[src/hdl/uhpd_pkg.sv]
// Shared constants and types of the transceiver digital side.
`default_nettype none
package uhpd_pkg;
    // ************************************************************
    // Timing
    // ************************************************************
    localparam int CLK_PS = 4000;
    localparam int FS_BIT_PS = 83333;
    localparam int HS_BIT_PS = 2083;
    localparam int BYTE_CLK_PS = 16667;
    localparam int PLL_LOCK_PS = 1000000;
    localparam int DIV_W = 5;
    localparam logic [DIV_W-1:0] FS_DIV = DIV_W'(FS_BIT_PS / CLK_PS);
    localparam logic [DIV_W-1:0] HS_DIV =
        DIV_W'((HS_BIT_PS / CLK_PS) < 1 ? 1 : HS_BIT_PS / CLK_PS);
    localparam logic [1:0] BYTE_DIV = 2'((BYTE_CLK_PS / CLK_PS) - 1);
    localparam logic [8:0] PLL_LOCK_CYC = 9'(PLL_LOCK_PS / CLK_PS);
    // ************************************************************
    // Line coding
    // ************************************************************
    localparam logic [7:0] SYNC_BYTE = 8'h80;
    localparam logic [2:0] STUFF_LIMIT = 3'h6;
    localparam logic [1:0] EOP_SE0_BITS = 2'h2;
    localparam logic [1:0] LS_SE0 = 2'h0;
    localparam logic [1:0] LS_J = 2'h1;
    localparam logic [1:0] LS_K = 2'h2;
    localparam logic [6:0] FUNC_ADDR_RST = 7'h00;
    // ************************************************************
    // Types
    // ************************************************************
    typedef struct packed {
        logic valid;
        logic [7:0] data;
    } uhpd_tx_t;
    typedef struct packed {
        logic active;
        logic valid;
        logic error;
        logic [7:0] data;
    } uhpd_rx_t;
    typedef enum logic [1:0] {
        TX_IDLE = 2'h0,
        TX_DATA = 2'h1,
        TX_EOP = 2'h3,
        TX_J = 2'h2
    } uhpd_tx_st_t;
    typedef enum logic [1:0] {
        RX_IDLE = 2'h0,
        RX_HUNT = 2'h1,
        RX_DATA = 2'h3,
        RX_END = 2'h2
    } uhpd_rx_st_t;
endpackage
`default_nettype wire

[src/hdl/uhpd_bit_timer.sv]
// Bit period timer, restartable at mid-bit for clock recovery.
`default_nettype none
module uhpd_bit_timer (
    // Clock and reset
    input wire logic clk_sys,
    input wire logic rst,
    // Control
    input wire logic run,
    input wire logic restart,
    input wire logic [uhpd_pkg::DIV_W-1:0] div,
    // Strobe
    output logic tick
);
    import uhpd_pkg::*;
    logic [DIV_W-1:0] cnt_reg;
    logic [DIV_W-1:0] cnt_next;
    logic tick_next;

    always_comb begin
        cnt_next = cnt_reg;
        tick_next = 1'b0;
        // At one clock per bit every sample is a bit, so no realignment.
        if (restart && div != DIV_W'(1)) begin
            cnt_next = div >> 1;
        end else if (!run) begin
            cnt_next = div - DIV_W'(1);
        end else if (cnt_reg == '0) begin
            cnt_next = div - DIV_W'(1);
            tick_next = 1'b1;
        end else begin
            cnt_next = cnt_reg - DIV_W'(1);
        end
    end

    always_ff @(posedge clk_sys) begin
        if (rst) begin
            cnt_reg <= '0;
            tick <= 1'b0;
        end else begin
            cnt_reg <= cnt_next;
            tick <= tick_next;
        end
    end
endmodule // uhpd_bit_timer
`default_nettype wire

[src/hdl/uhpd_phy.sv]
// Digital side of the high/full speed transceiver.
`default_nettype none
module uhpd_phy (
    // Clock and reset
    input wire logic clk_sys,
    input wire logic rst,
    input wire logic master_reset_in_n,
    // Line
    input wire logic line_d_in,
    input wire logic line_se0_in,
    output logic line_d_out,
    output logic line_se0_out,
    output logic line_oe,
    // Control
    input wire logic hs_mode,
    input wire logic suspend,
    input wire logic connect_req,
    input wire logic addr_load,
    input wire logic [6:0] addr_value,
    // Packet engine
    input wire uhpd_pkg::uhpd_tx_t tx,
    output logic tx_ready,
    output uhpd_pkg::uhpd_rx_t rx,
    output logic byte_tick,
    // Status
    output logic pll_running,
    output logic pll_locked,
    output logic rpu_en,
    output logic [6:0] func_addr,
    output logic [1:0] linestate
);
    import uhpd_pkg::*;

    function automatic logic [1:0] line_code(input logic se0, input logic d);
        return se0 ? LS_SE0 : (d ? LS_J : LS_K);
    endfunction

    // ************************************************************
    // Reset, PLL and byte clock
    // ************************************************************
    logic [1:0] rst_sync_reg;
    logic core_rst;
    logic [8:0] pll_cnt_reg, pll_cnt_next;
    logic pll_locked_next, pll_running_next;
    logic [1:0] byte_cnt_reg, byte_cnt_next;
    logic byte_tick_next;
    logic rpu_next;
    logic [6:0] addr_next;

    always_ff @(posedge clk_sys) begin
        rst_sync_reg <= {rst_sync_reg[0], master_reset_in_n};
    end
    assign core_rst = rst | ~rst_sync_reg[1];

    always_comb begin
        pll_running_next = ~suspend;
        pll_cnt_next = '0;
        pll_locked_next = 1'b0;
        if (!suspend) begin
            pll_locked_next = pll_locked || (pll_cnt_reg == PLL_LOCK_CYC);
            pll_cnt_next = pll_locked_next ? pll_cnt_reg
                : pll_cnt_reg + 9'h001;
        end
        byte_cnt_next = pll_locked ? byte_cnt_reg - 2'h1 : BYTE_DIV;
        byte_tick_next = pll_locked && byte_cnt_reg == 2'h0;
        rpu_next = connect_req;
        addr_next = addr_load ? addr_value : func_addr;
    end

    always_ff @(posedge clk_sys) begin
        if (core_rst) begin
            pll_cnt_reg <= '0;
            pll_locked <= 1'b0;
            pll_running <= 1'b0;
            byte_cnt_reg <= BYTE_DIV;
            byte_tick <= 1'b0;
            rpu_en <= 1'b0;
            func_addr <= FUNC_ADDR_RST;
            linestate <= LS_SE0;
        end else begin
            pll_cnt_reg <= pll_cnt_next;
            pll_locked <= pll_locked_next;
            pll_running <= pll_running_next;
            byte_cnt_reg <= byte_cnt_next;
            byte_tick <= byte_tick_next;
            rpu_en <= rpu_next;
            func_addr <= addr_next;
            linestate <= line_code(line_se0_in, line_d_in);
        end
    end

    logic [DIV_W-1:0] bit_div;
    assign bit_div = hs_mode ? HS_DIV : FS_DIV;

    // ************************************************************
    // Transmit
    // ************************************************************
    uhpd_tx_st_t tx_st_reg, tx_st_next;
    logic [7:0] tx_shift_reg, tx_shift_next, tx_buf_reg, tx_buf_next;
    logic [2:0] tx_bits_reg, tx_bits_next, tx_ones_reg, tx_ones_next;
    logic [1:0] tx_eop_reg, tx_eop_next;
    logic tx_have_reg, tx_have_next, tx_ready_next;
    logic d_next, se0_next, oe_next, tx_tick, tx_start;
    uhpd_rx_st_t rx_st_reg;

    assign tx_start = tx_st_reg == TX_IDLE && tx_have_reg && rpu_en
        && rx_st_reg == RX_IDLE;

    uhpd_bit_timer u_tx_timer (
        .clk_sys(clk_sys),
        .rst(core_rst),
        .run(tx_st_reg != TX_IDLE && pll_locked),
        .restart(1'b0),
        .div(bit_div),
        .tick(tx_tick)
    );

    always_comb begin
        tx_st_next = tx_st_reg;
        tx_shift_next = tx_shift_reg;
        tx_buf_next = tx_buf_reg;
        tx_bits_next = tx_bits_reg;
        tx_ones_next = tx_ones_reg;
        tx_eop_next = tx_eop_reg;
        tx_have_next = tx_have_reg;
        tx_ready_next = 1'b0;
        d_next = line_d_out;
        se0_next = line_se0_out;
        oe_next = line_oe;
        if (byte_tick && tx.valid && !tx_have_reg) begin
            tx_buf_next = tx.data;
            tx_have_next = 1'b1;
            tx_ready_next = 1'b1;
        end
        unique case (tx_st_reg)
            TX_IDLE: begin
                if (tx_start) begin
                    tx_st_next = TX_DATA;
                    tx_shift_next = SYNC_BYTE;
                    tx_bits_next = '0;
                    tx_ones_next = '0;
                    d_next = 1'b1;
                    oe_next = 1'b1;
                end
            end
            TX_DATA: begin
                if (tx_tick && tx_ones_reg == STUFF_LIMIT) begin
                    d_next = ~line_d_out;
                    tx_ones_next = '0;
                end else if (tx_tick) begin
                    d_next = tx_shift_reg[0] ? line_d_out : ~line_d_out;
                    tx_ones_next = tx_shift_reg[0] ? tx_ones_reg + 3'h1 : '0;
                    tx_shift_next = {1'b0, tx_shift_reg[7:1]};
                    tx_bits_next = tx_bits_reg + 3'h1;
                    if (tx_bits_reg == 3'h7 && tx_have_next) begin
                        tx_shift_next = tx_buf_next;
                        tx_have_next = 1'b0;
                    end else if (tx_bits_reg == 3'h7) begin
                        tx_st_next = TX_EOP;
                        tx_eop_next = '0;
                    end
                end
            end
            TX_EOP: begin
                if (tx_tick && tx_ones_reg == STUFF_LIMIT) begin
                    d_next = ~line_d_out;
                    tx_ones_next = '0;
                end else if (tx_tick && tx_eop_reg == EOP_SE0_BITS) begin
                    se0_next = 1'b0;
                    d_next = 1'b1;
                    tx_st_next = TX_J;
                end else if (tx_tick) begin
                    se0_next = 1'b1;
                    tx_eop_next = tx_eop_reg + 2'h1;
                end
            end
            TX_J: begin
                if (tx_tick) begin
                    oe_next = 1'b0;
                    tx_st_next = TX_IDLE;
                end
            end
        endcase
    end

    always_ff @(posedge clk_sys) begin
        if (core_rst) begin
            tx_st_reg <= TX_IDLE;
            tx_shift_reg <= '0;
            tx_buf_reg <= '0;
            tx_bits_reg <= '0;
            tx_ones_reg <= '0;
            tx_eop_reg <= '0;
            tx_have_reg <= 1'b0;
            tx_ready <= 1'b0;
            line_d_out <= 1'b1;
            line_se0_out <= 1'b0;
            line_oe <= 1'b0;
        end else begin
            tx_st_reg <= tx_st_next;
            tx_shift_reg <= tx_shift_next;
            tx_buf_reg <= tx_buf_next;
            tx_bits_reg <= tx_bits_next;
            tx_ones_reg <= tx_ones_next;
            tx_eop_reg <= tx_eop_next;
            tx_have_reg <= tx_have_next;
            tx_ready <= tx_ready_next;
            line_d_out <= d_next;
            line_se0_out <= se0_next;
            line_oe <= oe_next;
        end
    end

    // ************************************************************
    // Receive
    // ************************************************************
    uhpd_rx_st_t rx_st_next;
    logic rx_prev_reg, rx_last_reg, rx_last_next, rx_edge, rx_tick, rx_bit;
    logic [7:0] rx_shift_reg, rx_shift_next, rx_pend_reg, rx_pend_next;
    logic [2:0] rx_bits_reg, rx_bits_next, rx_ones_reg, rx_ones_next;
    logic rx_have_reg, rx_have_next, rx_err_reg, rx_err_next;
    uhpd_rx_t rx_next;

    assign rx_edge = line_d_in != rx_prev_reg && !line_oe
        && !line_se0_in;
    assign rx_bit = line_d_in == rx_last_reg;

    uhpd_bit_timer u_rx_timer (
        .clk_sys(clk_sys),
        .rst(core_rst),
        .run(rx_st_reg == RX_HUNT || rx_st_reg == RX_DATA),
        .restart(rx_edge),
        .div(bit_div),
        .tick(rx_tick)
    );

    always_comb begin
        rx_st_next = rx_st_reg;
        rx_last_next = rx_last_reg;
        rx_shift_next = rx_shift_reg;
        rx_pend_next = rx_pend_reg;
        rx_bits_next = rx_bits_reg;
        rx_ones_next = rx_ones_reg;
        rx_have_next = rx_have_reg;
        rx_err_next = rx_err_reg;
        rx_next = '{active: rx.active, valid: 1'b0, error: 1'b0,
                    data: rx.data};
        // Hand over first, so a byte or error arriving now is kept.
        if (byte_tick) begin
            rx_next.active = rx_have_reg || rx_st_reg == RX_DATA;
            rx_next.error = rx_err_reg;
            rx_err_next = 1'b0;
            if (rx_have_reg) begin
                rx_next.valid = 1'b1;
                rx_next.data = rx_pend_reg;
                rx_have_next = 1'b0;
            end
        end
        unique case (rx_st_reg)
            RX_IDLE: begin
                if (rx_edge && pll_locked) begin
                    rx_st_next = RX_HUNT;
                    rx_last_next = rx_prev_reg;
                end
            end
            RX_HUNT: begin
                if (rx_tick && line_se0_in) begin
                    rx_st_next = RX_END;
                end else if (rx_tick) begin
                    rx_last_next = line_d_in;
                    if (rx_bit) begin
                        rx_st_next = RX_DATA;
                        rx_bits_next = '0;
                        rx_ones_next = 3'h1;
                    end
                end
            end
            RX_DATA: begin
                if (rx_tick && line_se0_in) begin
                    rx_st_next = RX_END;
                end else if (rx_tick) begin
                    rx_last_next = line_d_in;
                    if (rx_ones_reg == STUFF_LIMIT) begin
                        rx_ones_next = '0;
                        if (rx_bit) begin
                            rx_err_next = 1'b1;
                            rx_st_next = RX_END;
                        end
                    end else begin
                        rx_shift_next = {rx_bit, rx_shift_reg[7:1]};
                        rx_ones_next = rx_bit ? rx_ones_reg + 3'h1 : '0;
                        rx_bits_next = rx_bits_reg + 3'h1;
                        if (rx_bits_reg == 3'h7) begin
                            rx_pend_next = rx_shift_next;
                            rx_err_next = rx_err_next
                                | (rx_have_reg & ~byte_tick);
                            rx_have_next = 1'b1;
                        end
                    end
                end
            end
            RX_END: begin
                if (byte_tick && !rx_have_reg) begin
                    rx_st_next = RX_IDLE;
                end
            end
        endcase
    end

    always_ff @(posedge clk_sys) begin
        if (core_rst) begin
            rx_st_reg <= RX_IDLE;
            rx_prev_reg <= 1'b1;
            rx_last_reg <= 1'b1;
            rx_shift_reg <= '0;
            rx_pend_reg <= '0;
            rx_bits_reg <= '0;
            rx_ones_reg <= '0;
            rx_have_reg <= 1'b0;
            rx_err_reg <= 1'b0;
            rx <= '0;
        end else begin
            rx_st_reg <= rx_st_next;
            // SE0 counts as idle, so the return to J is no edge.
            rx_prev_reg <= line_se0_in | line_d_in;
            rx_last_reg <= rx_last_next;
            rx_shift_reg <= rx_shift_next;
            rx_pend_reg <= rx_pend_next;
            rx_bits_reg <= rx_bits_next;
            rx_ones_reg <= rx_ones_next;
            rx_have_reg <= rx_have_next;
            rx_err_reg <= rx_err_next;
            rx <= rx_next;
        end
    end

    // ************************************************************
    // Checks
    // ************************************************************
    a_tx_off_rx: assert property (@(posedge clk_sys) disable iff (core_rst)
        rx.active |-> !line_oe) else $error("Driver on during receive.");
    a_tx_capture_tick: assert property (@(posedge clk_sys)
        disable iff (core_rst) tx_ready |-> $past(byte_tick) && $past(tx.valid))
        else $error("Transmit byte taken off the byte clock.");
    a_rx_valid_tick: assert property (@(posedge clk_sys)
        disable iff (core_rst) rx.valid |-> $past(byte_tick) && rx.active)
        else $error("Receive byte off the byte clock.");
    a_byte_period: assert property (@(posedge clk_sys)
        disable iff (core_rst) byte_tick && pll_locked |=> !byte_tick [*3])
        else $error("Byte clock period wrong.");
    a_suspend_stop: assert property (@(posedge clk_sys)
        disable iff (core_rst) suspend |=> ##1 !pll_locked && !byte_tick)
        else $error("Clocks run in suspend.");
    a_lock_wait: assert property (@(posedge clk_sys) disable iff (core_rst)
        $rose(pll_locked) |-> $past(pll_running, 250))
        else $error("PLL locked too early.");
    a_stuff_limit: assert property (@(posedge clk_sys)
        disable iff (core_rst) tx_ones_reg <= STUFF_LIMIT)
        else $error("Stuffing skipped.");
    a_tx_connected: assert property (@(posedge clk_sys)
        disable iff (core_rst) $rose(line_oe) |-> $past(rpu_en))
        else $error("Transmit while disconnected.");
    a_reset_default: assert property (@(posedge clk_sys)
        $fell(core_rst) |-> func_addr == FUNC_ADDR_RST && !rpu_en && !line_oe)
        else $error("Reset defaults wrong.");
    a_tx_hold: assert property (@(posedge clk_sys) disable iff (core_rst)
        tx_ready |-> !$past(tx_have_reg)) else $error("Byte accepted twice.");
    c_tx_packet: cover property (@(posedge clk_sys) $fell(line_oe));
    c_rx_packet: cover property (@(posedge clk_sys) rx.valid);
    c_rx_error: cover property (@(posedge clk_sys) rx.error);
    c_suspend: cover property (@(posedge clk_sys) $fell(pll_running));
endmodule // uhpd_phy
`default_nettype wire

[config.mk]
export PLATFORM = sky130hd
export DESIGN_NAME = uhpd_phy
export DESIGN_NICKNAME = d
export VERILOG_FILES = /design/src/hdl/uhpd_pkg.sv /design/src/hdl/uhpd_bit_timer.sv /design/src/hdl/uhpd_phy.sv
export SDC_FILE = /design/constraint.sdc
export NUM_CORES = 1
export LEC_CHECK = 0
export BUFFER_PORTS_ARGS = -buffer_cell sky130_fd_sc_hd__buf_2
export CELL_PAD_IN_SITES_DETAIL_PLACEMENT = 2
export CELL_PAD_IN_SITES_GLOBAL_PLACEMENT = 2
export CORE_MARGIN = 4
export CORE_UTILIZATION = 33
export CTS_BUF_LIST = sky130_fd_sc_hd__clkbuf_4 sky130_fd_sc_hd__clkbuf_8
export CTS_CLUSTER_SIZE = 30
export DETAILED_ROUTE_END_ITERATION = 16
export PLACE_DENSITY_LB_ADDON = 0.1
export SYNTH_ARGS = -nofsm -noshare
export SYNTH_HDL_FRONTEND = slang
export SYNTH_SLANG_ARGS = --single-unit
[constraint.sdc]
create_clock -name clk_sys -period 2 [get_ports clk_sys]
set_clock_uncertainty 0.15 [all_clocks]
set_input_delay 0.4 -clock clk_sys [delete_from_list [all_inputs] [get_ports clk_sys]]
set_output_delay 0.4 -clock clk_sys [all_outputs]
set_load 0.005 [all_outputs]
Word-level counts from Yosys, hierarchy flattened

Cells that the tools add are included.

Bits of input ports: 25
Register bits: 108
Output and inout bits: 28
Word-level logic and storage cells: 265

Equal/unequal tests: 44
Add/sub/neg operators: 10
Reductions and logical operators: 58
Muxes and demuxes: 101
Bitwise logic cells: 14

Operators with widths:

| cell                  | number |
|---|---|
| $mux W3               | 20 |
| $mux W2               | 25 |
| $mux W8               | 5 |
| $mux W1               | 34 |
| $ne A2 B2 Y1 const B  | 14 |
| $mux W5               | 5 |
| $pmux W3 S2           | 3 |
| $logic_and A1 B1 Y1   | 16 |
| $pmux W2 S4           | 2 |
| $pmux W8 S2           | 1 |
| $reduce_and A4 Y1     | 4 |
| $reduce_and A8 Y1     | 2 |
| $sub A5 B1 Y5 const B | 3 |
| $ne A2 B1 Y1 const B  | 7 |
| $reduce_and A7 Y1     | 2 |
| $reduce_bool A2 Y1    | 7 |
| $reduce_or A2 Y1      | 7 |
| $add A3 B1 Y3 const B | 4 |
| $eq A3 B3 Y1 const B  | 4 |
| $eq A2 B2 Y1 const B  | 5 |
| $logic_not A5 Y1      | 2 |
| $not A1 Y1            | 10 |
| $reduce_and A5 Y1     | 2 |
| $add A9 B1 Y9 const B | 1 |
| other kinds (25)      | 42 |

Logic depth before layout (Yosys ltp)

Word-level depth: 8
Depth in mapped cells: 8
Depth with buffers taken out: 6

Cells and area by module

From an unflattened synthesis, not the netlist that was laid out.

Cell total of the unflattened synthesis: 545
Area total of the unflattened synthesis: 4864.7 um^2

Modules (own cells, without submodules):

| module         | area an instance (um^2) | sequential area each (um^2) | times used | cells each |
|---|---|---|---|---|
| uhpd_phy       | 4026.4                  | 1901.8                      | 1          | 447 |
| uhpd_bit_timer | 419.2                   | 120.1                       | 2          | 49 |

Least setup slack after synthesis

No wires, ideal clock.

Path type: reg-to-reg
Start point: reg tx_ones_reg[0]
End point: reg tx_shift_reg[0]
Clock period less this slack: 1999 ps
Required time: 1733 ps
Path slack: 1 ps
Setup time: 117 ps
Path buffers: 2
Cell stages (with the launch flop): 9
Arrival: 1732 ps
Cell sequence: dfxtp_1 > inv_1 > ha_1 > and2_4 > buf_6 > o32a_4 > and2_4 > buf_6 > a22o_1

Word-level cells in the longest chain between the ends: 4

RTL lines:

| item                               | RTL line        | RTL |
|---|---|---|
| start: declaration                 | uhpd_phy.sv:100 | `logic [2:0] tx_bits_reg, tx_bits_next, tx_ones_reg, tx_ones_next;` |
| start signal: assignment           | uhpd_phy.sv:204 | `tx_ones_reg <= tx_ones_next;` |
| $eq A3 B3 Y1                       | uhpd_phy.sv:147 | `if (tx_tick && tx_ones_reg == STUFF_LIMIT) begin` |
| $logic_and A1 B1 Y1                | uhpd_phy.sv:147 |  |
| $ne A2 B2 Y1 (no source line)      | --              |  |
| $reduce_and A4 Y1 (no source line) | --              |  |
| end signal: assignment             | uhpd_phy.sv:201 | `tx_shift_reg <= tx_shift_next;` |
| end: declaration                   | uhpd_phy.sv:99  | `logic [7:0] tx_shift_reg, tx_shift_next, tx_buf_reg, tx_buf_next;` |

No other way between the ends.
A chain may end at the register's enable or synchronous reset.

Worst setup path in the final report

Start point: reg tx_ones_reg[0]
End point: reg tx_shift_reg[1]

Same word-level chain as after synthesis.

==> metrics.cfg <==
[status]
outcome = finished, final reports clean

[routing]
met2_length_um = 6000
met3_length_um = 408
ant_nets = 0
wl_per_cell_um = 16.2
m1WireLength_um = 5440
vias = 3871
drt_iter0_drc = 139
drt-pass1-iter-count = 4
routed_wl_um = 12100
top_layer = met4
drc = 0
avgViaCountPerCell = 5.18

[finish]
final_common_cell = dfxtp_1
num_antenna_cells = 0
area_growth_pct = 17.0
fillers = 1495
drive_gt1_frac = 0.173
largest_reg_flops = 11
fin_nets = 605
post-route-util = 0.396
layout_common_cells = 107 x dfxtp_1, 69 x nand2_1, 53 x a21oi_1

[sta]
fin_tns_setup_ps = 0
tightest_slew_ps = 586
period_share = 0.939
rsz0062_at_grt = false
whs_ps = 97.3
final-hold-violation-count = 0
fin_crit_ps = 1880
fmax_ghz = 0.532
report.final.slew_viol_count = 0
slew_headroom = 0.608
setup_ws_ps = 122
setup_viol = 0

[yosys]
syn_area_um2 = 4500
synth_edf_count = 0
yosysWarnings = 0
synth_top_area_share = 0.476
ys.flop_type = dfxtp_1
yosysUniqueCellTypes = 64
synth_area_leaders = dfxtp_1 48%, a21oi_1 5.9%, nand2_1 5.8%
ys_seq_area_frac = 0.476
syn_inst = 507
async_reset_ff_frac = 0
ys_ff_latch = 107
syn-mean-instance-area_um2 = 8.87
synth_nets = 546
yosys.area.top_type = dfxtp_1

[clock_tree]
cts.sinks = 107
path_clk_slew_ps = 100
root_buffer = clkbuf_8
post-cts-setup-buffers = 0
cts_tree = done
clockBufferDepth = 2
htreeDepth = 3
clock_latency_ps = 380
cts_inserted_buffers = 9
cts_hold_buf = 1
cts_resized = 0

[die]
boundaryPins = 53
die_w_um = 125
core_um2 = 13300
die_area_um2 = 15600
start_util = 0.338
rows = 42
chipHeight_um = 125

[global_routing]
gr-total-overflow = 0
antenna_found_initial = 0
grt_pass1_vias = 4161
grt_max_degree = 34
grt_pass1_wl_um = 20500
grt_use_total = 0.159

[setup_path]
crit_required_ps = 2130
worstPathArrival_ps = 2010
crit_path_start_kind = flop
path_class = reg -> reg
endpoint_kind = flop
r2r_cells = 6
critPathMaxFanout = 7

[min_path]
hold_depth = 2
hp-class = in -> reg

[power_and_ir_drop]
vdd_drop_max_v = 0.000245
p_leak_nw = 2.03
cellPowerDensity_nw_per_um2 = 717
p_total_mw = 3.77

[placed_design]
place_ws_ps = 115
dpl.hpwl_um = 9160
io_buffers = 52
place.gp.congestion = 0.782

[run]
drv_cap = 0

-- cell type report --
type                    instances  area, µm²  area share
repair buffers                 76        455      0.0866
clock inverters                 7       92.6      0.0176
well taps                     176        220      0.0419
inverters                      20       75.1      0.0143
clock buffers                   9        124      0.0236
flip-flops and latches        107       2140       0.407
multi-input cells             352       2150       0.409
-- routing by layer --
metal / GRT usage / vias up
li1: - / 1893
met5: 0 / -
met1: 0.194 / 1908
met4: 0.0619 / 0
met3: 0.0279 / 14
met2: 0.279 / 56
-- metrics by stage --
step                      std cells  area (µm²)
after floorplan                 507        4500
after global placement          730        5030
after detailed placement        730        5030
after CTS                       747        5260
after global routing            747        5260
final                           747        5260
-- critical path, cell delays in order (launching register included) --
cell	delay, ps
dfxtp_1	340
inv_1	70
ha_1	220
and2_4	200
o32a_4	380
and2_4	200
a22o_1	230
-- synthesized netlist by cell type, types with 3 or more instances --
master,count
a21oi_1,53
nand2b_1,7
nor3_1,8
mux2i_1,12
a22oi_1,4
or3_1,3
nand3b_1,3
nor2_1,40
ha_1,14
xnor2_1,6
and2_1,4
inv_1,20
a211oi_1,3
nand3_1,24
o31ai_1,3
clkbuf_1,18
and3_1,8
buf_2,6
a311oi_1,3
o22ai_1,9
nor4_1,4
o21ai_0,9
nor2b_1,6
a22o_1,7
xor2_1,5
o21a_1,9
nand2_1,69
nand4_1,3
dfxtp_1,107
-- where the power goes --
group / internal [mW] / switching, mW
combinational: 0.0624 / 0.0864
clock: 0.701 / 0.765
sequential: 2.15 / 0.00875
total: 2.91 / 0.861
-- final timing paths --
path                    from               to  slack [ps]
max           tx_ones_reg[0]  tx_shift_reg[1]         120
min              connect_req           rpu_en         100
max reg2reg   tx_ones_reg[0]  tx_shift_reg[1]         120
min reg2reg  rst_sync_reg[0]  rst_sync_reg[1]         190
-- logic make-up after synthesis --
group / count (synthesis) / synth area share
and+or+nand+nor: 197 / 0.222
buffers and inverters: 48 / 0.0459
muxes: 12 / 0.0267
xor gates and xnor gates: 11 / 0.0214
DFF: 107 / 0.476
AOI/OAI and AO/OA: 118 / 0.169
adders and majority gates: 14 / 0.0390
No activity file was read; power rests on OpenSTA's default activity.
